## config.mk

```make
export PLATFORM = sky130hd
export DESIGN_NAME = trap_and_vector_dispatch
export DESIGN_NICKNAME = d
export VERILOG_FILES = /design/src/verilog/trap_pkg.sv /design/src/verilog/trap_and_vector_dispatch.sv /design/src/verilog/pin_sync.sv /design/src/verilog/irq_arbiter.sv
export SDC_FILE = /design/constraint.sdc
export NUM_CORES = 1
export LEC_CHECK = 0
export BUFFER_PORTS_ARGS = -buffer_cell sky130_fd_sc_hd__buf_2
export CORE_MARGIN = 5
export CORE_UTILIZATION = 53
export CTS_CLUSTER_DIAMETER = 40
export DETAILED_ROUTE_END_ITERATION = 8
export GPL_ROUTABILITY_DRIVEN = 0
export MAX_ROUTING_LAYER = met4
export PLACE_DENSITY = 0.77
export SETUP_SLACK_MARGIN = 0.5
export SLEW_MARGIN = 10
export SYNTH_ARGS = -nofsm -noshare
export SYNTH_HDL_FRONTEND = slang
export SYNTH_SLANG_ARGS = --single-unit
```

## constraint.sdc

```tcl
create_clock -name clk_i -period 4 [get_ports clk_i]
set_input_delay 0 -clock clk_i [delete_from_list [all_inputs] [get_ports clk_i]]
set_output_delay 0 -clock clk_i [all_outputs]
set_load 0.02 [all_outputs]
```

## src/verilog/trap_pkg.sv

```systemverilog
// constants, register map and vector helpers for trap and vector dispatch
// How it works
// - all resets branch to vector 0, number 0
// - class A traps use their own vectors
// - class B traps share vector 28h
// - five class B causes, each own flag
// - every hardware trap sets its flag bit
// - hardware traps are non-maskable, branch to vector
// - new trap preempts unless an equal or higher trap is running
// - trap service blocks interrupts and transfer requests
// - software trap 00h-7Fh, keeps current priority
// - per-source control: request, enable, sixteen priorities
// - only strictly higher priority interrupts a service
// - each source has its own vector
package trap_pkg;
    // ****************************************
    // widths
    // ****************************************
    localparam int ADDR_W  = 8;
    localparam int DATA_W  = 16;
    localparam int NUM_SRC = 8;
    localparam int IDX_W   = 3;
    localparam int LVL_W   = 4;
    localparam int TLVL_W  = 2;
    localparam int FLAG_W  = 8;
    localparam int EV_W    = 5;
    localparam int CTRL_W  = 8;
    localparam int VEC_W   = 24;
    localparam int TN_W    = 8;
    localparam int STACK_D = 4;
    localparam int SP_W    = 3;
    localparam int SPI_W   = 2;

    // ****************************************
    // trap numbers and vectors
    // ****************************************
    localparam logic [TN_W-1:0]  TN_RESET    = 8'h00;
    localparam logic [TN_W-1:0]  TN_NMI      = 8'h02;
    localparam logic [TN_W-1:0]  TN_STACK_OVERRUN_FLAG    = 8'h04;
    localparam logic [TN_W-1:0]  TN_STACK_UNDERRUN_FLAG    = 8'h06;
    localparam logic [TN_W-1:0]  TN_CLASS_B  = 8'h0A;
    localparam logic [TN_W-1:0]  TN_SRC_BASE = 8'h10;
    localparam logic [VEC_W-1:0] RESET_VECTOR          = 24'h000000;
    localparam logic [VEC_W-1:0] NONMASKABLE_VECTOR    = 24'h000008;
    localparam logic [VEC_W-1:0] STACK_OVERRUN_VECTOR  = 24'h000010;
    localparam logic [VEC_W-1:0] STACK_UNDERRUN_VECTOR = 24'h000018;
    localparam logic [VEC_W-1:0] CLASS_B_SHARED_VECTOR = 24'h000028;

    // ****************************************
    // trap priority levels
    // ****************************************
    localparam logic [TLVL_W-1:0] TPRI_NONE = 2'h0;
    localparam logic [TLVL_W-1:0] TPRI_B    = 2'h1;
    localparam logic [TLVL_W-1:0] TPRI_A    = 2'h2;

    // ****************************************
    // exception flag register bits
    // ****************************************
    localparam int F_NMI   = 0;
    localparam int F_STACK_OVERRUN_FLAG = 1;
    localparam int F_STACK_UNDERRUN_FLAG = 2;
    localparam int F_UNK   = 3;
    localparam int F_PROT  = 4;
    localparam int F_MIS   = 5;
    localparam int F_FETCH = 6;
    localparam int F_BUS   = 7;

    // ****************************************
    // status event bits and control fields
    // ****************************************
    localparam int EV_TRAP = 0;
    localparam int EV_INT  = 1;
    localparam int EV_SW   = 2;
    localparam int EV_RST  = 3;
    localparam int EV_FLAG = 4;
    localparam int C_EN    = 6;
    localparam int C_REQ   = 7;

    // ****************************************
    // register offsets and reset values
    // ****************************************
    localparam logic [ADDR_W-1:0] OFF_FLAGS    = 8'h00;
    localparam logic [ADDR_W-1:0] OFF_STATUS   = 8'h04;
    localparam logic [ADDR_W-1:0] OFF_MASK     = 8'h08;
    localparam logic [ADDR_W-1:0] OFF_LEVEL    = 8'h0C;
    localparam logic [ADDR_W-1:0] OFF_SRC_BASE = 8'h10;
    localparam logic [ADDR_W-1:0] OFF_SRC_END  = 8'h30;
    localparam logic [FLAG_W-1:0] RST_FLAGS    = 8'h00;
    localparam logic [EV_W-1:0]   RST_EV       = 5'h00;
    localparam logic [CTRL_W-1:0] RST_CTRL     = 8'h00;
    localparam logic [LVL_W-1:0]  RST_LVL      = 4'h0;

    typedef enum logic [2:0] {K_NONE, K_RESET, K_TRAP_A, K_TRAP_B, K_SW, K_INT} kind_t;
    typedef enum logic {ST_IDLE, ST_OFFER} state_t;

    function automatic logic [VEC_W-1:0] vec_of(input logic [TN_W-1:0] tn);
        vec_of = {14'h0000, tn, 2'h0};
    endfunction : vec_of
endpackage : trap_pkg

```

## src/verilog/trap_and_vector_dispatch.sv

```systemverilog
// trap, software trap and interrupt vector dispatch with register port
//
// Strobed register access and the register offsets were left to the implementer.
`timescale 1ns/1ps
module trap_and_vector_dispatch
    import trap_pkg::*;
(
    input  wire logic              clk_i,
    input  wire logic              nrst_i,
    input  wire logic [ADDR_W-1:0] addr_i,
    input  wire logic [DATA_W-1:0] wdata_i,
    input  wire logic              wr_i,
    input  wire logic              rd_i,
    output logic [DATA_W-1:0]      rdata_o,
    output logic                   irq_o,
    input  wire logic              sw_reset_i,
    input  wire logic              wdt_overflow_i,
    input  wire logic              nmi_n_i,
    input  wire logic              stack_overrun_i,
    input  wire logic              stack_underrun_i,
    input  wire logic              unknown_opcode_i,
    input  wire logic              protected_fault_i,
    input  wire logic              misaligned_operand_i,
    input  wire logic              bad_fetch_i,
    input  wire logic              bad_bus_i,
    input  wire logic              sw_trap_i,
    input  wire logic [6:0]        sw_trap_num_i,
    input  wire logic [NUM_SRC-1:0] src_event_i,
    input  wire logic              pec_req_i,
    output logic                   pec_grant_o,
    output logic                   vector_valid_o,
    output logic [VEC_W-1:0]       vector_addr_o,
    output logic [TN_W-1:0]        trap_num_o,
    input  wire logic              vector_ack_i,
    input  wire logic              service_done_i,
    output logic                   in_trap_o,
    output logic [LVL_W-1:0]       cpu_level_o
);
    // ****************************************
    // declarations
    // ****************************************
    logic                   rst_s1_ff;
    logic                   rst_n;
    logic                   nmi_lvl;
    logic                   nmi_prev_ff;
    logic                   nmi_evt;
    logic [FLAG_W-1:0]      ev;
    logic [FLAG_W-1:0]      flags_ff;
    logic [FLAG_W-1:0]      pend_ff;
    logic [FLAG_W-1:0]      clr_pend;
    logic                   reset_pend_ff;
    logic                   sw_pend_ff;
    logic [6:0]             sw_num_ff;
    logic [EV_W-1:0]        status_ff;
    logic [EV_W-1:0]        mask_ff;
    logic [EV_W-1:0]        evs;
    logic [CTRL_W-1:0]      ctrl_ff [NUM_SRC];
    logic [NUM_SRC-1:0]     act;
    logic [NUM_SRC*LVL_W-1:0] prio_flat;
    logic                   win_vld;
    logic [IDX_W-1:0]       win_idx;
    logic [LVL_W-1:0]       win_prio;
    state_t                 state_ff;
    kind_t                  sel_kind;
    logic [TN_W-1:0]        sel_tn;
    logic [VEC_W-1:0]       sel_vec;
    logic [TLVL_W-1:0]      sel_tlvl;
    logic [LVL_W-1:0]       sel_clvl;
    logic [TLVL_W-1:0]      trap_lvl_ff;
    logic [SP_W-1:0]        sp_ff;
    logic [TLVL_W+LVL_W-1:0] stk_ff [STACK_D];
    logic                   accept;

    function automatic logic src_hit(input logic [ADDR_W-1:0] a);
        src_hit = (a >= OFF_SRC_BASE) && (a < OFF_SRC_END) && (a[1:0] == 2'h0);
    endfunction : src_hit

    function automatic logic [IDX_W-1:0] src_idx(input logic [ADDR_W-1:0] a);
        logic [ADDR_W-1:0] d;
        d       = a - OFF_SRC_BASE;
        src_idx = d[IDX_W+1:2];
    endfunction : src_idx

    // ****************************************
    // reset release and pin input
    // ****************************************
    always_ff @(posedge clk_i or negedge nrst_i) begin
        if (!nrst_i) begin
            rst_s1_ff <= 1'b0;
            rst_n     <= 1'b0;
        end else begin
            rst_s1_ff <= 1'b1;
            rst_n     <= rst_s1_ff;
        end
    end

    pin_sync #(
        .RST_VAL (1'b1)
    ) u_nmi_sync (
        .clk_i   (clk_i),
        .rst_n_i (rst_n),
        .pin_i   (nmi_n_i),
        .lvl_o   (nmi_lvl)
    );

    always_ff @(posedge clk_i or negedge rst_n) begin
        if (!rst_n) begin
            nmi_prev_ff <= 1'b1;
        end else begin
            nmi_prev_ff <= nmi_lvl;
        end
    end

    // nmi fires on the falling edge of the filtered pin
    assign nmi_evt        = nmi_prev_ff & ~nmi_lvl;
    assign ev[F_NMI]      = nmi_evt;
    assign ev[F_STACK_OVERRUN_FLAG]    = stack_overrun_i;
    assign ev[F_STACK_UNDERRUN_FLAG]    = stack_underrun_i;
    assign ev[F_UNK]      = unknown_opcode_i;
    assign ev[F_PROT]     = protected_fault_i;
    assign ev[F_MIS]      = misaligned_operand_i;
    assign ev[F_FETCH]    = bad_fetch_i;
    assign ev[F_BUS]      = bad_bus_i;

    // ****************************************
    // exception flags and pending traps
    // ****************************************
    always_ff @(posedge clk_i or negedge rst_n) begin
        if (!rst_n) begin
            flags_ff <= RST_FLAGS;
        end else if (wr_i && addr_i == OFF_FLAGS) begin
            flags_ff <= (flags_ff & ~wdata_i[FLAG_W-1:0]) | ev;
        end else begin
            flags_ff <= flags_ff | ev;
        end
    end

    always_ff @(posedge clk_i or negedge rst_n) begin
        if (!rst_n) begin
            pend_ff <= RST_FLAGS;
        end else if (sel_kind == K_RESET) begin
            pend_ff <= ev;
        end else begin
            pend_ff <= (pend_ff & ~clr_pend) | ev;
        end
    end

    // hardware reset leaves a reset dispatch pending
    always_ff @(posedge clk_i or negedge rst_n) begin
        if (!rst_n) begin
            reset_pend_ff <= 1'b1;
        end else if (sw_reset_i || wdt_overflow_i) begin
            reset_pend_ff <= 1'b1;
        end else if (sel_kind == K_RESET) begin
            reset_pend_ff <= 1'b0;
        end
    end

    always_ff @(posedge clk_i or negedge rst_n) begin
        if (!rst_n) begin
            sw_pend_ff <= 1'b0;
            sw_num_ff  <= 7'h00;
        end else if (sw_trap_i && (!sw_pend_ff || sel_kind == K_SW)) begin
            sw_pend_ff <= 1'b1;
            sw_num_ff  <= sw_trap_num_i;
        end else if (sel_kind == K_SW || sel_kind == K_RESET) begin
            sw_pend_ff <= 1'b0;
        end
    end

    // ****************************************
    // interrupt source control registers
    // ****************************************
    generate
        for (genvar g = 0; g < NUM_SRC; g++) begin : g_src
            always_ff @(posedge clk_i or negedge rst_n) begin
                if (!rst_n) begin
                    ctrl_ff[g] <= RST_CTRL;
                end else begin
                    if (wr_i && src_hit(addr_i) && src_idx(addr_i) == IDX_W'(g)) begin
                        ctrl_ff[g] <= wdata_i[CTRL_W-1:0];
                    end else if (sel_kind == K_INT && win_idx == IDX_W'(g)) begin
                        ctrl_ff[g][C_REQ] <= 1'b0;
                    end
                    if (src_event_i[g]) begin
                        ctrl_ff[g][C_REQ] <= 1'b1;
                    end
                end
            end
            assign act[g] = ctrl_ff[g][C_REQ] & ctrl_ff[g][C_EN];
            assign prio_flat[g*LVL_W +: LVL_W] = ctrl_ff[g][LVL_W-1:0];
        end
    endgenerate

    irq_arbiter u_arb (
        .act_i      (act),
        .prio_i     (prio_flat),
        .win_vld_o  (win_vld),
        .win_idx_o  (win_idx),
        .win_prio_o (win_prio)
    );

    // ****************************************
    // dispatch selection
    // ****************************************
    always_comb begin
        sel_kind = K_NONE;
        sel_tn   = TN_RESET;
        sel_vec  = RESET_VECTOR;
        sel_tlvl = trap_lvl_ff;
        sel_clvl = cpu_level_o;
        clr_pend = '0;
        if (state_ff == ST_IDLE && !service_done_i) begin
            if (reset_pend_ff) begin
                sel_kind = K_RESET;
                sel_tlvl = TPRI_NONE;
                sel_clvl = RST_LVL;
            end else if (pend_ff[F_NMI] && TPRI_A > trap_lvl_ff) begin
                sel_kind = K_TRAP_A;
                sel_tn   = TN_NMI;
                sel_vec  = NONMASKABLE_VECTOR;
                sel_tlvl = TPRI_A;
                clr_pend[F_NMI] = 1'b1;
            end else if (pend_ff[F_STACK_OVERRUN_FLAG] && TPRI_A > trap_lvl_ff) begin
                sel_kind = K_TRAP_A;
                sel_tn   = TN_STACK_OVERRUN_FLAG;
                sel_vec  = STACK_OVERRUN_VECTOR;
                sel_tlvl = TPRI_A;
                clr_pend[F_STACK_OVERRUN_FLAG] = 1'b1;
            end else if (pend_ff[F_STACK_UNDERRUN_FLAG] && TPRI_A > trap_lvl_ff) begin
                sel_kind = K_TRAP_A;
                sel_tn   = TN_STACK_UNDERRUN_FLAG;
                sel_vec  = STACK_UNDERRUN_VECTOR;
                sel_tlvl = TPRI_A;
                clr_pend[F_STACK_UNDERRUN_FLAG] = 1'b1;
            end else if ((|pend_ff[F_BUS:F_UNK]) && TPRI_B > trap_lvl_ff) begin
                sel_kind = K_TRAP_B;
                sel_tn   = TN_CLASS_B;
                sel_vec  = CLASS_B_SHARED_VECTOR;
                sel_tlvl = TPRI_B;
                clr_pend[F_BUS:F_UNK] = 5'h1F;
            end else if (sw_pend_ff) begin
                sel_kind = K_SW;
                sel_tn   = {1'b0, sw_num_ff};
                sel_vec  = vec_of(sel_tn);
            end else if (win_vld && trap_lvl_ff == TPRI_NONE
                         && win_prio > cpu_level_o) begin
                sel_kind = K_INT;
                sel_tn   = TN_SRC_BASE + TN_W'(win_idx);
                sel_vec  = vec_of(sel_tn);
                sel_clvl = win_prio;
            end
        end
    end

    assign accept = (sel_kind != K_NONE);

    // ****************************************
    // vector offer to the core
    // ****************************************
    always_ff @(posedge clk_i or negedge rst_n) begin
        if (!rst_n) begin
            state_ff       <= ST_IDLE;
            vector_valid_o <= 1'b0;
            vector_addr_o  <= RESET_VECTOR;
            trap_num_o     <= TN_RESET;
        end else begin
            case (state_ff)
                ST_IDLE: begin
                    if (accept) begin
                        state_ff       <= ST_OFFER;
                        vector_valid_o <= 1'b1;
                        vector_addr_o  <= sel_vec;
                        trap_num_o     <= sel_tn;
                    end
                end
                ST_OFFER: begin
                    if (vector_ack_i) begin
                        state_ff       <= ST_IDLE;
                        vector_valid_o <= 1'b0;
                    end
                end
                default: begin
                    state_ff       <= ST_IDLE;
                    vector_valid_o <= 1'b0;
                end
            endcase
        end
    end

    // ****************************************
    // service level stack
    // ****************************************
    always_ff @(posedge clk_i or negedge rst_n) begin
        if (!rst_n) begin
            sp_ff       <= '0;
            trap_lvl_ff <= TPRI_NONE;
            cpu_level_o <= RST_LVL;
        end else if (sel_kind == K_RESET) begin
            sp_ff       <= '0;
            trap_lvl_ff <= TPRI_NONE;
            cpu_level_o <= RST_LVL;
        end else if (accept) begin
            if (sp_ff < SP_W'(STACK_D)) begin
                stk_ff[sp_ff[SPI_W-1:0]] <= {trap_lvl_ff, cpu_level_o};
                sp_ff                    <= sp_ff + SP_W'(1);
            end
            trap_lvl_ff <= sel_tlvl;
            cpu_level_o <= sel_clvl;
        end else if (service_done_i && sp_ff != '0) begin
            {trap_lvl_ff, cpu_level_o} <= stk_ff[SPI_W'(sp_ff - SP_W'(1))];
            sp_ff                      <= sp_ff - SP_W'(1);
        end
    end

    always_ff @(posedge clk_i or negedge rst_n) begin
        if (!rst_n) begin
            in_trap_o   <= 1'b0;
            pec_grant_o <= 1'b0;
        end else begin
            in_trap_o   <= (trap_lvl_ff != TPRI_NONE);
            pec_grant_o <= pec_req_i && trap_lvl_ff == TPRI_NONE;
        end
    end

    // ****************************************
    // event status, mask and interrupt
    // ****************************************
    assign evs[EV_TRAP] = (sel_kind == K_TRAP_A) || (sel_kind == K_TRAP_B);
    assign evs[EV_INT]  = (sel_kind == K_INT);
    assign evs[EV_SW]   = (sel_kind == K_SW);
    assign evs[EV_RST]  = (sel_kind == K_RESET);
    assign evs[EV_FLAG] = |ev;

    always_ff @(posedge clk_i or negedge rst_n) begin
        if (!rst_n) begin
            status_ff <= RST_EV;
        end else if (rd_i && addr_i == OFF_STATUS) begin
            status_ff <= evs;
        end else begin
            status_ff <= status_ff | evs;
        end
    end

    always_ff @(posedge clk_i or negedge rst_n) begin
        if (!rst_n) begin
            mask_ff <= RST_EV;
        end else if (wr_i && addr_i == OFF_MASK) begin
            mask_ff <= wdata_i[EV_W-1:0];
        end
    end

    always_ff @(posedge clk_i or negedge rst_n) begin
        if (!rst_n) begin
            irq_o <= 1'b0;
        end else begin
            irq_o <= |(status_ff & mask_ff);
        end
    end

    // ****************************************
    // register read port
    // ****************************************
    always_ff @(posedge clk_i or negedge rst_n) begin
        if (!rst_n) begin
            rdata_o <= '0;
        end else if (!rd_i) begin
            rdata_o <= '0;
        end else if (addr_i == OFF_FLAGS) begin
            rdata_o <= {8'h00, flags_ff};
        end else if (addr_i == OFF_STATUS) begin
            rdata_o <= {11'h000, status_ff};
        end else if (addr_i == OFF_MASK) begin
            rdata_o <= {11'h000, mask_ff};
        end else if (addr_i == OFF_LEVEL) begin
            rdata_o <= {10'h000, trap_lvl_ff, cpu_level_o};
        end else if (src_hit(addr_i)) begin
            rdata_o <= {8'h00, ctrl_ff[src_idx(addr_i)]};
        end else begin
            rdata_o <= '0;
        end
    end
endmodule : trap_and_vector_dispatch

```

## src/verilog/pin_sync.sv

```systemverilog
// three-stage pin synchroniser with agreement filter
`timescale 1ns/1ps
module pin_sync #(
    parameter logic RST_VAL = 1'b0
) (
    input  wire logic clk_i,
    input  wire logic rst_n_i,
    input  wire logic pin_i,
    output logic      lvl_o
);
    logic s1_ff;
    logic s2_ff;
    logic s3_ff;

    always_ff @(posedge clk_i or negedge rst_n_i) begin
        if (!rst_n_i) begin
            s1_ff <= RST_VAL;
            s2_ff <= RST_VAL;
            s3_ff <= RST_VAL;
        end else begin
            s1_ff <= pin_i;
            s2_ff <= s1_ff;
            s3_ff <= s2_ff;
        end
    end

    // level moves only once stages two and three agree
    always_ff @(posedge clk_i or negedge rst_n_i) begin
        if (!rst_n_i) begin
            lvl_o <= RST_VAL;
        end else if (s2_ff == s3_ff) begin
            lvl_o <= s3_ff;
        end
    end
endmodule : pin_sync

```

## src/verilog/irq_arbiter.sv

```systemverilog
// picks the highest priority active interrupt source
`timescale 1ns/1ps
module irq_arbiter
    import trap_pkg::*;
(
    input  wire logic [NUM_SRC-1:0]       act_i,
    input  wire logic [NUM_SRC*LVL_W-1:0] prio_i,
    output logic                          win_vld_o,
    output logic [IDX_W-1:0]              win_idx_o,
    output logic [LVL_W-1:0]              win_prio_o
);
    // ties go to the lowest index
    always_comb begin
        win_vld_o  = 1'b0;
        win_idx_o  = '0;
        win_prio_o = '0;
        for (int i = 0; i < NUM_SRC; i++) begin
            if (act_i[i] && (!win_vld_o || prio_i[i*LVL_W +: LVL_W] > win_prio_o)) begin
                win_vld_o  = 1'b1;
                win_idx_o  = IDX_W'(i);
                win_prio_o = prio_i[i*LVL_W +: LVL_W];
            end
        end
    end
endmodule : irq_arbiter

```

**Yosys cells after proc, flatten, opt, wreduce, memory -nomap -nowiden**

Memories as Yosys holds them, arrays and structs flattened.
Cells that the tools add are included.

- $add $sub $neg: 4
- $mul: 0
- Div/mod/pow operators: 0
- Magnitude comparators: 14
- Equal/unequal tests: 34
- Shift-type cells: 0
- Mux-type cells: 130
- Bitwise gates (word level): 21
- Reductions and logical operators: 87

Operators by type and width:

| operator | number |
|---|---|
| $mux W8 | 13 |
| $mux W4 | 19 |
| $mux W9 | 7 |
| $mux W7 | 8 |
| $mux W1 | 48 |
| $mux W3 | 16 |
| $logic_and A1 B1 Y1 | 40 |
| $reduce_bool A3 Y1 | 11 |
| $gt A4 B4 Y1 | 8 |
| $eq A3 B3 Y1 const B | 10 |
| $bmux W8 S3 | 1 |
| $or A8 B8 Y8 | 3 |
| $mux W2 | 11 |
| $ne A4 B4 Y1 const B | 5 |
| $eq A3 B2 Y1 const B | 6 |
| $and A8 B8 Y8 | 2 |
| $eq A8 B4 Y1 const B | 2 |
| $not A8 Y8 | 2 |
| $mux W5 | 3 |
| $mux W6 | 2 |
| $logic_or A1 B1 Y1 | 11 |
| $reduce_or A5 Y1 | 2 |
| $and A1 B1 Y1 | 9 |
| $eq A3 B1 Y1 const B | 3 |
| 30 further kinds | 48 |

- Bits in registers: 168
- Latch bits: 0
- Bits in writable memories: 24
- Bits in read-only memories: 0
- Bits of input ports: 57
- Output and inout bits: 56
- Memories kept: 1

Memory list:

| memory | words | bits a word | rd ports | clocked after Yosys merged registers in | write ports | RTL line | text |
|---|---|---|---|---|---|---|---|
| stk_ff | 4 | 6 | 1 | 0 | 1 | trap_and_vector_dispatch.sv:71 | `logic [TLVL_W+LVL_W-1:0] stk_ff [STACK_D];` |

**Longest topological paths before layout**

- Word-level depth: 45
- Depth in mapped cells: 60
- Depth with buffers taken out: 56

**Cells and area by module**

Synthesis repeated with hierarchy kept, for this count alone.

- Cell total of the unflattened synthesis: 810
- Area, all modules: 9,152.5 sq um

By module, submodules not included:

| module | instances | cells each | area each (sq um) |
|---|---|---|---|
| trap_and_vector_dispatch | 1 | 618 | 7,623.6 |
| irq_arbiter | 1 | 187 | 1,412.6 |
| pin_sync | 1 | 5 | 116.4 |

**Worst setup path after synthesis**

OpenSTA, ideal clock, no wires.

- Path type: flip-flop to flip-flop
- From: reg ctrl_ff[63] (netlist bit)
- To: reg ctrl_ff[47] (netlist bit)
- Data arrival time: 11.768 ns
- Required time: 3.857 ns
- Path slack: -7.911 ns
- Stages on the path, launching flop included: 56
- Period minus slack after synthesis: 11.911 ns
- Cell sequence: dfrtp_1 > and2_2 > buf_2 > nand2_1 > ha_1 > and4_1 > a21oi_1 > o211ai_1 > and2_1 > ha_1 > a211oi_1 > a21oi_1 > a211oi_1 > o21bai_1 > ha_1 > a211oi_1 > a211oi_1 > o21ba_2 > [20 not listed] > clkbuf_1 > nor2_1 > a21o_1 > ha_1 > a21oi_1 > o21ai_0 > a32oi_1 > clkbuf_1 > o22a_1 > and2_1 > ha_1 > a41oi_1 > o21ai_0 > or4_2 > nand3b_4 > or3_1 > o21ai_0 > o21ai_1

- Word-level cells in the longest chain between the ends: 43
- Elaborated cells between the ends (all ways): 67

Ends and longest elaborated chain:

| element | RTL line | text |
|---|---|---|
| start, declared | trap_and_vector_dispatch.sv:57 | `logic [CTRL_W-1:0] ctrl_ff [NUM_SRC];` |
| start signal, assigned by index | trap_and_vector_dispatch.sv:181 | `ctrl_ff[g] <= wdata_i[CTRL_W-1:0];` |
| $and A1 B1 Y1 * | trap_and_vector_dispatch.sv:190 | `assign act[g] = ctrl_ff[g][C_REQ] & ctrl_ff[g][C_EN];` |
| $mux W4 / $mux W1 (equally long branches) | irq_arbiter.sv:18 | `if (act_i[i] && (!win_vld_o \|\| prio_i[i*LVL_W +: LVL_W] > win_prio_o)) begin` |
| $gt A4 B4 Y1 / $logic_not A1 Y1 (equally long branches) | irq_arbiter.sv:18 |  |
| $logic_or A1 B1 Y1 | irq_arbiter.sv:18 |  |
| $logic_and A1 B1 Y1 | irq_arbiter.sv:18 |  |
| $mux W4 / $mux W1 (equally long branches) | irq_arbiter.sv:18 |  |
| $gt A4 B4 Y1 / $logic_not A1 Y1 (equally long branches) | irq_arbiter.sv:18 |  |
| $logic_or A1 B1 Y1 | irq_arbiter.sv:18 |  |
| [27 not listed] | n/a |  |
| $mux W3 | trap_and_vector_dispatch.sv:230 | `end else if (pend_ff[F_STACK_UNDERRUN_FLAG] && TPRI_A > trap_lvl_ff) begin` |
| $mux W3 | trap_and_vector_dispatch.sv:224 | `end else if (pend_ff[F_STACK_OVERRUN_FLAG] && TPRI_A > trap_lvl_ff) begin` |
| $mux W3 | trap_and_vector_dispatch.sv:218 | `end else if (pend_ff[F_NMI] && TPRI_A > trap_lvl_ff) begin` |
| $mux W3 | trap_and_vector_dispatch.sv:214 | `if (reset_pend_ff) begin` |
| $mux W3 | trap_and_vector_dispatch.sv:213 | `if (state_ff == ST_IDLE && !service_done_i) begin` |
| $eq A3 B3 Y1 | trap_and_vector_dispatch.sv:182 | `end else if (sel_kind == K_INT && win_idx == IDX_W'(g)) begin` |
| $logic_and A1 B1 Y1 * | trap_and_vector_dispatch.sv:182 |  |
| $reduce_bool A3 Y1 (no source line) * | n/a |  |

Mark *: on every way between the ends. The rest lies on a longest branch, timed or not.
A chain may end at the register's enable or synchronous reset.

**Worst setup path after layout**

- From: reg ctrl_ff[56] (netlist bit)
- To: reg sp_ff[1]

- Word-level cells in the longest chain between the ends: 42
- Elaborated cells between the ends (all ways): 60

Ends and longest elaborated chain:

| element | RTL line | text |
|---|---|---|
| $mux W4 * | irq_arbiter.sv:18 |  |
| $gt A4 B4 Y1 | irq_arbiter.sv:18 |  |
| $logic_or A1 B1 Y1 | irq_arbiter.sv:18 |  |
| $logic_and A1 B1 Y1 | irq_arbiter.sv:18 |  |
| $mux W4 / $mux W1 (equally long branches) | irq_arbiter.sv:18 |  |
| $gt A4 B4 Y1 / $logic_not A1 Y1 (equally long branches) | irq_arbiter.sv:18 |  |
| $logic_or A1 B1 Y1 | irq_arbiter.sv:18 |  |
| $logic_and A1 B1 Y1 | irq_arbiter.sv:18 |  |
| [26 not listed] | n/a |  |
| $mux W3 * | trap_and_vector_dispatch.sv:230 |  |
| $mux W3 * | trap_and_vector_dispatch.sv:224 |  |
| $mux W3 * | trap_and_vector_dispatch.sv:218 |  |
| $mux W3 * | trap_and_vector_dispatch.sv:214 |  |
| $mux W3 * | trap_and_vector_dispatch.sv:213 |  |
| $eq A3 B1 Y1 / $reduce_bool A3 Y1 (equally long branches) | trap_and_vector_dispatch.sv:299, trap_and_vector_dispatch.sv:256 |  |
| $ne A3 B2 Y1 (no source line), or another cell as far along | n/a |  |
| $reduce_and A2 Y1 (no source line) / $mux W3 (equally long branches) | n/a |  |
| end signal, assigned | trap_and_vector_dispatch.sv:306 | `sp_ff <= sp_ff + SP_W'(1);` |
| end signal, assigned | trap_and_vector_dispatch.sv:312 | `sp_ff <= sp_ff - SP_W'(1);` |
| end, declared | trap_and_vector_dispatch.sv:70 | `logic [SP_W-1:0] sp_ff;` |

Marks and branches as above.

==> flow_summary.toml <==
[worst_setup_path]
critPathTopFamily = "compound AO/OA/AOI/OAI gates"
crit_arrival_ns = 12.25
worstReg2RegStart = "ctrl_ff[56]"
rr_worst_depth = 57
regToRegEndpoint = "sp_ff[1]"
ff2ff_setup_slack_ns = -7.92
startpoint_type = "register"
cpMaxStageDelayCell = "a41oi_4"
worstSetupPathType = "reg -> reg"
path_buf_inv = 7
worstSetupEndpointType = "register"
worstPathRequired_ns = 4.33
cpPeakStageDelay_ns = 0.43
cp_max_fo = 11

[route]
drt_iter0_markers = 1630
wl_per_cell_um = 28.52
antenna_left = 0
drt_wl_total_um = 39780
vias = 9535
dr.pass1.iters = 7
viasPerCell = 6.835
drc = 0

[synthesis]
synth_cells = 796
ys_seq_area_share_pct = 46.41
synth.distinct_cells = 77
synth.most_common_cell = "dfrtp_1"
yosysWarnings = 0
synth_common_cells = "129 x dfrtp_1, 68 x nand2_1, 61 x mux2_2"
synth_top_area_share_pct = 36.48
yosys.area.top_type = "dfrtp_1"
synthTopCellsByArea = "dfrtp_1 36%, edfxtp_1 8.1%, mux2_2 7.8%, mux4_2 5.3%, ha_1 5.2%"
postSynth.asyncResetShare_pct = 84.91
synth-seq-cells = 159
avgSynthCellArea_um2 = 11.12
synthesis.area_mm2 = 0.008848
synth_edf_count = 24
synth_ff_type = "dfrtp_1"

[clocking]
clockRootBuffer = "clkbuf_16"
clock_path_buffers = 2
clk-insertion-delay-late_ns = 0.47
cts-buffers-inserted = 17
cts_sinks = 159
htreeDepth = 4
cts_tree = "built"
cts.reportedPaths.clkPinSlew_ns = 0.09

[power_and_ir_drop]
leakage_nw = 6.093
peakVddDrop_mv = 0.3465
p_per_area_mw_per_mm2 = 496.1
power_mw = 6.667

[floorplanning]
die_y_um = 139.2
start_util_pct = 53.74
core_mm2 = 0.01647
ioPinCount = 113
die_x_um = 139.2
dieArea_mm2 = 0.01938
rows = 47

[hold_path]
whs_endpoint = "ctrl_ff[57]"
hp-start = "wdata_i[1]"
whs_path_depth = 2
hold_path_class = "in -> reg"

[placed_design]
dpl.hpwl_um = 17820
io_buffers = 78
dp_cells = 1200

[grt]
grt_pass1_vias = 9184
grt_max_degree = 129
grt-ovfl-total = 0
grt-busiest-layer = "met2"
antenna_found_initial = 1
track_usage_pct = 34.67
met2_usage_pct = 55.28
grtUsageMet3_pct = 7.238
grt_pass1_wl_um = 51030
met1_usage_pct = 41.77

[run]
drv_cap = 0

[sta]
fin_skew_ns = 0.02408
fin_crit_ns = 11.92
rsz0062_at_grt = "true"
worstMarginPinSlew_ns = 1.341
fmax_ghz = 0.08389
finalCritPeriodShare_pct = 298.0
fin_ws_ns = -7.920
timing_hold_violations_final = 0
setup_viol = 69
slew_viol_final = 0
slew_headroom_pct = 10.30

[status]
violations = "setup timing"
status = "finished with violations"

[final_layout]
final_cells = 1395
final_nets = 1255
num-fill-cells = 762
syn2layout_area_growth_pct = 51.88
drive_above_1_share_pct = 52.30
cells by family (layout without fill, tap and decap cells):
kind of cell             Yosys count  in the layout  share of synthesized area [%]
multiplexers                      93             93                          14.54
AND/OR/NAND/NOR                  195            195                          11.10
other                              2             28                        0.08487
XOR/XNOR                           1              1                        0.09900
buffers and inverters             86            439                          5.260
adder cells (fa/ha/maj)           38             38                          5.345
AO/OA/AOI/OAI                    222            222                          17.17
flip-flops                       159            159                          46.41
registers in the layout, summed over array words and instances (netlist names), 2 cells and up:
name / count
cpu_level_o: 4
ctrl_ff: 64
flags_ff: 8
mask_ff: 5
pend_ff: 8
rdata_o: 8
sp_ff: 3
status_ff: 5
stk_ff: 24
sw_num_ff: 7
trap_lvl_ff: 2
trap_num_o: 7
where the power goes:
group | internal [mW] | switching [mW] | leakage [nW]
clock network | 0.876 | 0.844 | 0.295
logic | 1.30 | 1.45 | 3.94
registers | 1.86 | 0.337 | 1.86
worst reg2reg max path, delay by kind of cell (launching register included):
kind / cells / cell delay (ns)
adders and majority gates: 8 / 2.34
DFF: 1 / 0.41
buffers and inverters: 7 / 0.99
and+or+nand+nor: 11 / 1.84
AOI/OAI and AO/OA: 31 / 6.20
area by class of cell:
| cell class | count | area, um^2 | area share, % |
|---|---|---|---|
| Tap cell | 220 | 275.3 | 2.048 |
| Inverter | 23 | 86.33 | 0.6424 |
| Antenna cell | 1 | 2.502 | 0.01862 |
| Multi-Input combinational cell | 576 | 5365 | 39.92 |
| Clock inverter | 14 | 161.4 | 1.201 |
| Timing Repair Buffer | 384 | 2988 | 22.23 |
| Sequential cell | 159 | 4110 | 30.58 |
| Clock buffer | 18 | 450.4 | 3.352 |
layer usage:
metal	up-vias	routed length (um)	part of all wire, %
met2	1010	17510	44
met4	0	3896	9.8
li1	3659	-	-
met1	4485	13020	33
met5	-	0	0
met3	381	5353	13
layout by cell type, fill, tap and decap left out, drive strengths merged, types with 9 or more instances in the layout:
cell and n:
a211oi 12, a21o 19, a21oi 50, and2 9, buf 339, clkbuf 18
conb 27, dfrtp 129, dlygate4sd3 45, edfxtp 24, ha 37, inv 29
mux2 61, mux2i 10, mux4 22, nand2 68, nand3 9, nor2 44
nor2b 11, nor3 16, o211ai 13, o21ai 51
worst max path at each step:
stage | from | depth (start not counted) | slack, ns | endpoint
2_1_floorplan | ctrl_ff[62] | 57 | -6.72 | ctrl_ff[39]
3_3_place_gp | ctrl_ff[63] | 60 | -6.53 | trap_lvl_ff[0]
3_5_place_dp | ctrl_ff[63] | 58 | -6.84 | trap_lvl_ff[0]
4_1_cts | ctrl_ff[63] | 59 | -6.56 | cpu_level_o[1]
5_1_grt | ctrl_ff[62] | 58 | -8.12 | sp_ff[1]
6_report | ctrl_ff[56] | 57 | -7.92 | sp_ff[1]
repair_timing:
| action | CTS | global route |
|---|---|---|
| pin swaps | 71 | 58 |
| hold buffers | 45 | 0 |
| setup buffers | 88 | 29 |
| setup endpoints to repair | 69 | 69 |
| endpoints found under the hold margin | 81 | 0 |
| resized for setup | 104 | 101 |
metrics by stage:
step                      util (%)  hold slack (ns)  setup WS (ns)  setup TNS [ns]  cell area, um^2
final                        81.62          0.08134         -7.920         -534.01            13440
after global routing         81.62          0.06484         -8.122         -551.06            13440
after CTS                    77.24          0.01526         -6.560         -445.68            12720
after detailed placement     63.76          -0.2128         -6.838         -463.99            10500
after global placement       63.76          -0.2135         -6.533         -441.44            10500
after floorplan                  -          -0.2956         -6.722         -452.22             9158
Note: power is estimated with default switching activity, not from simulation.
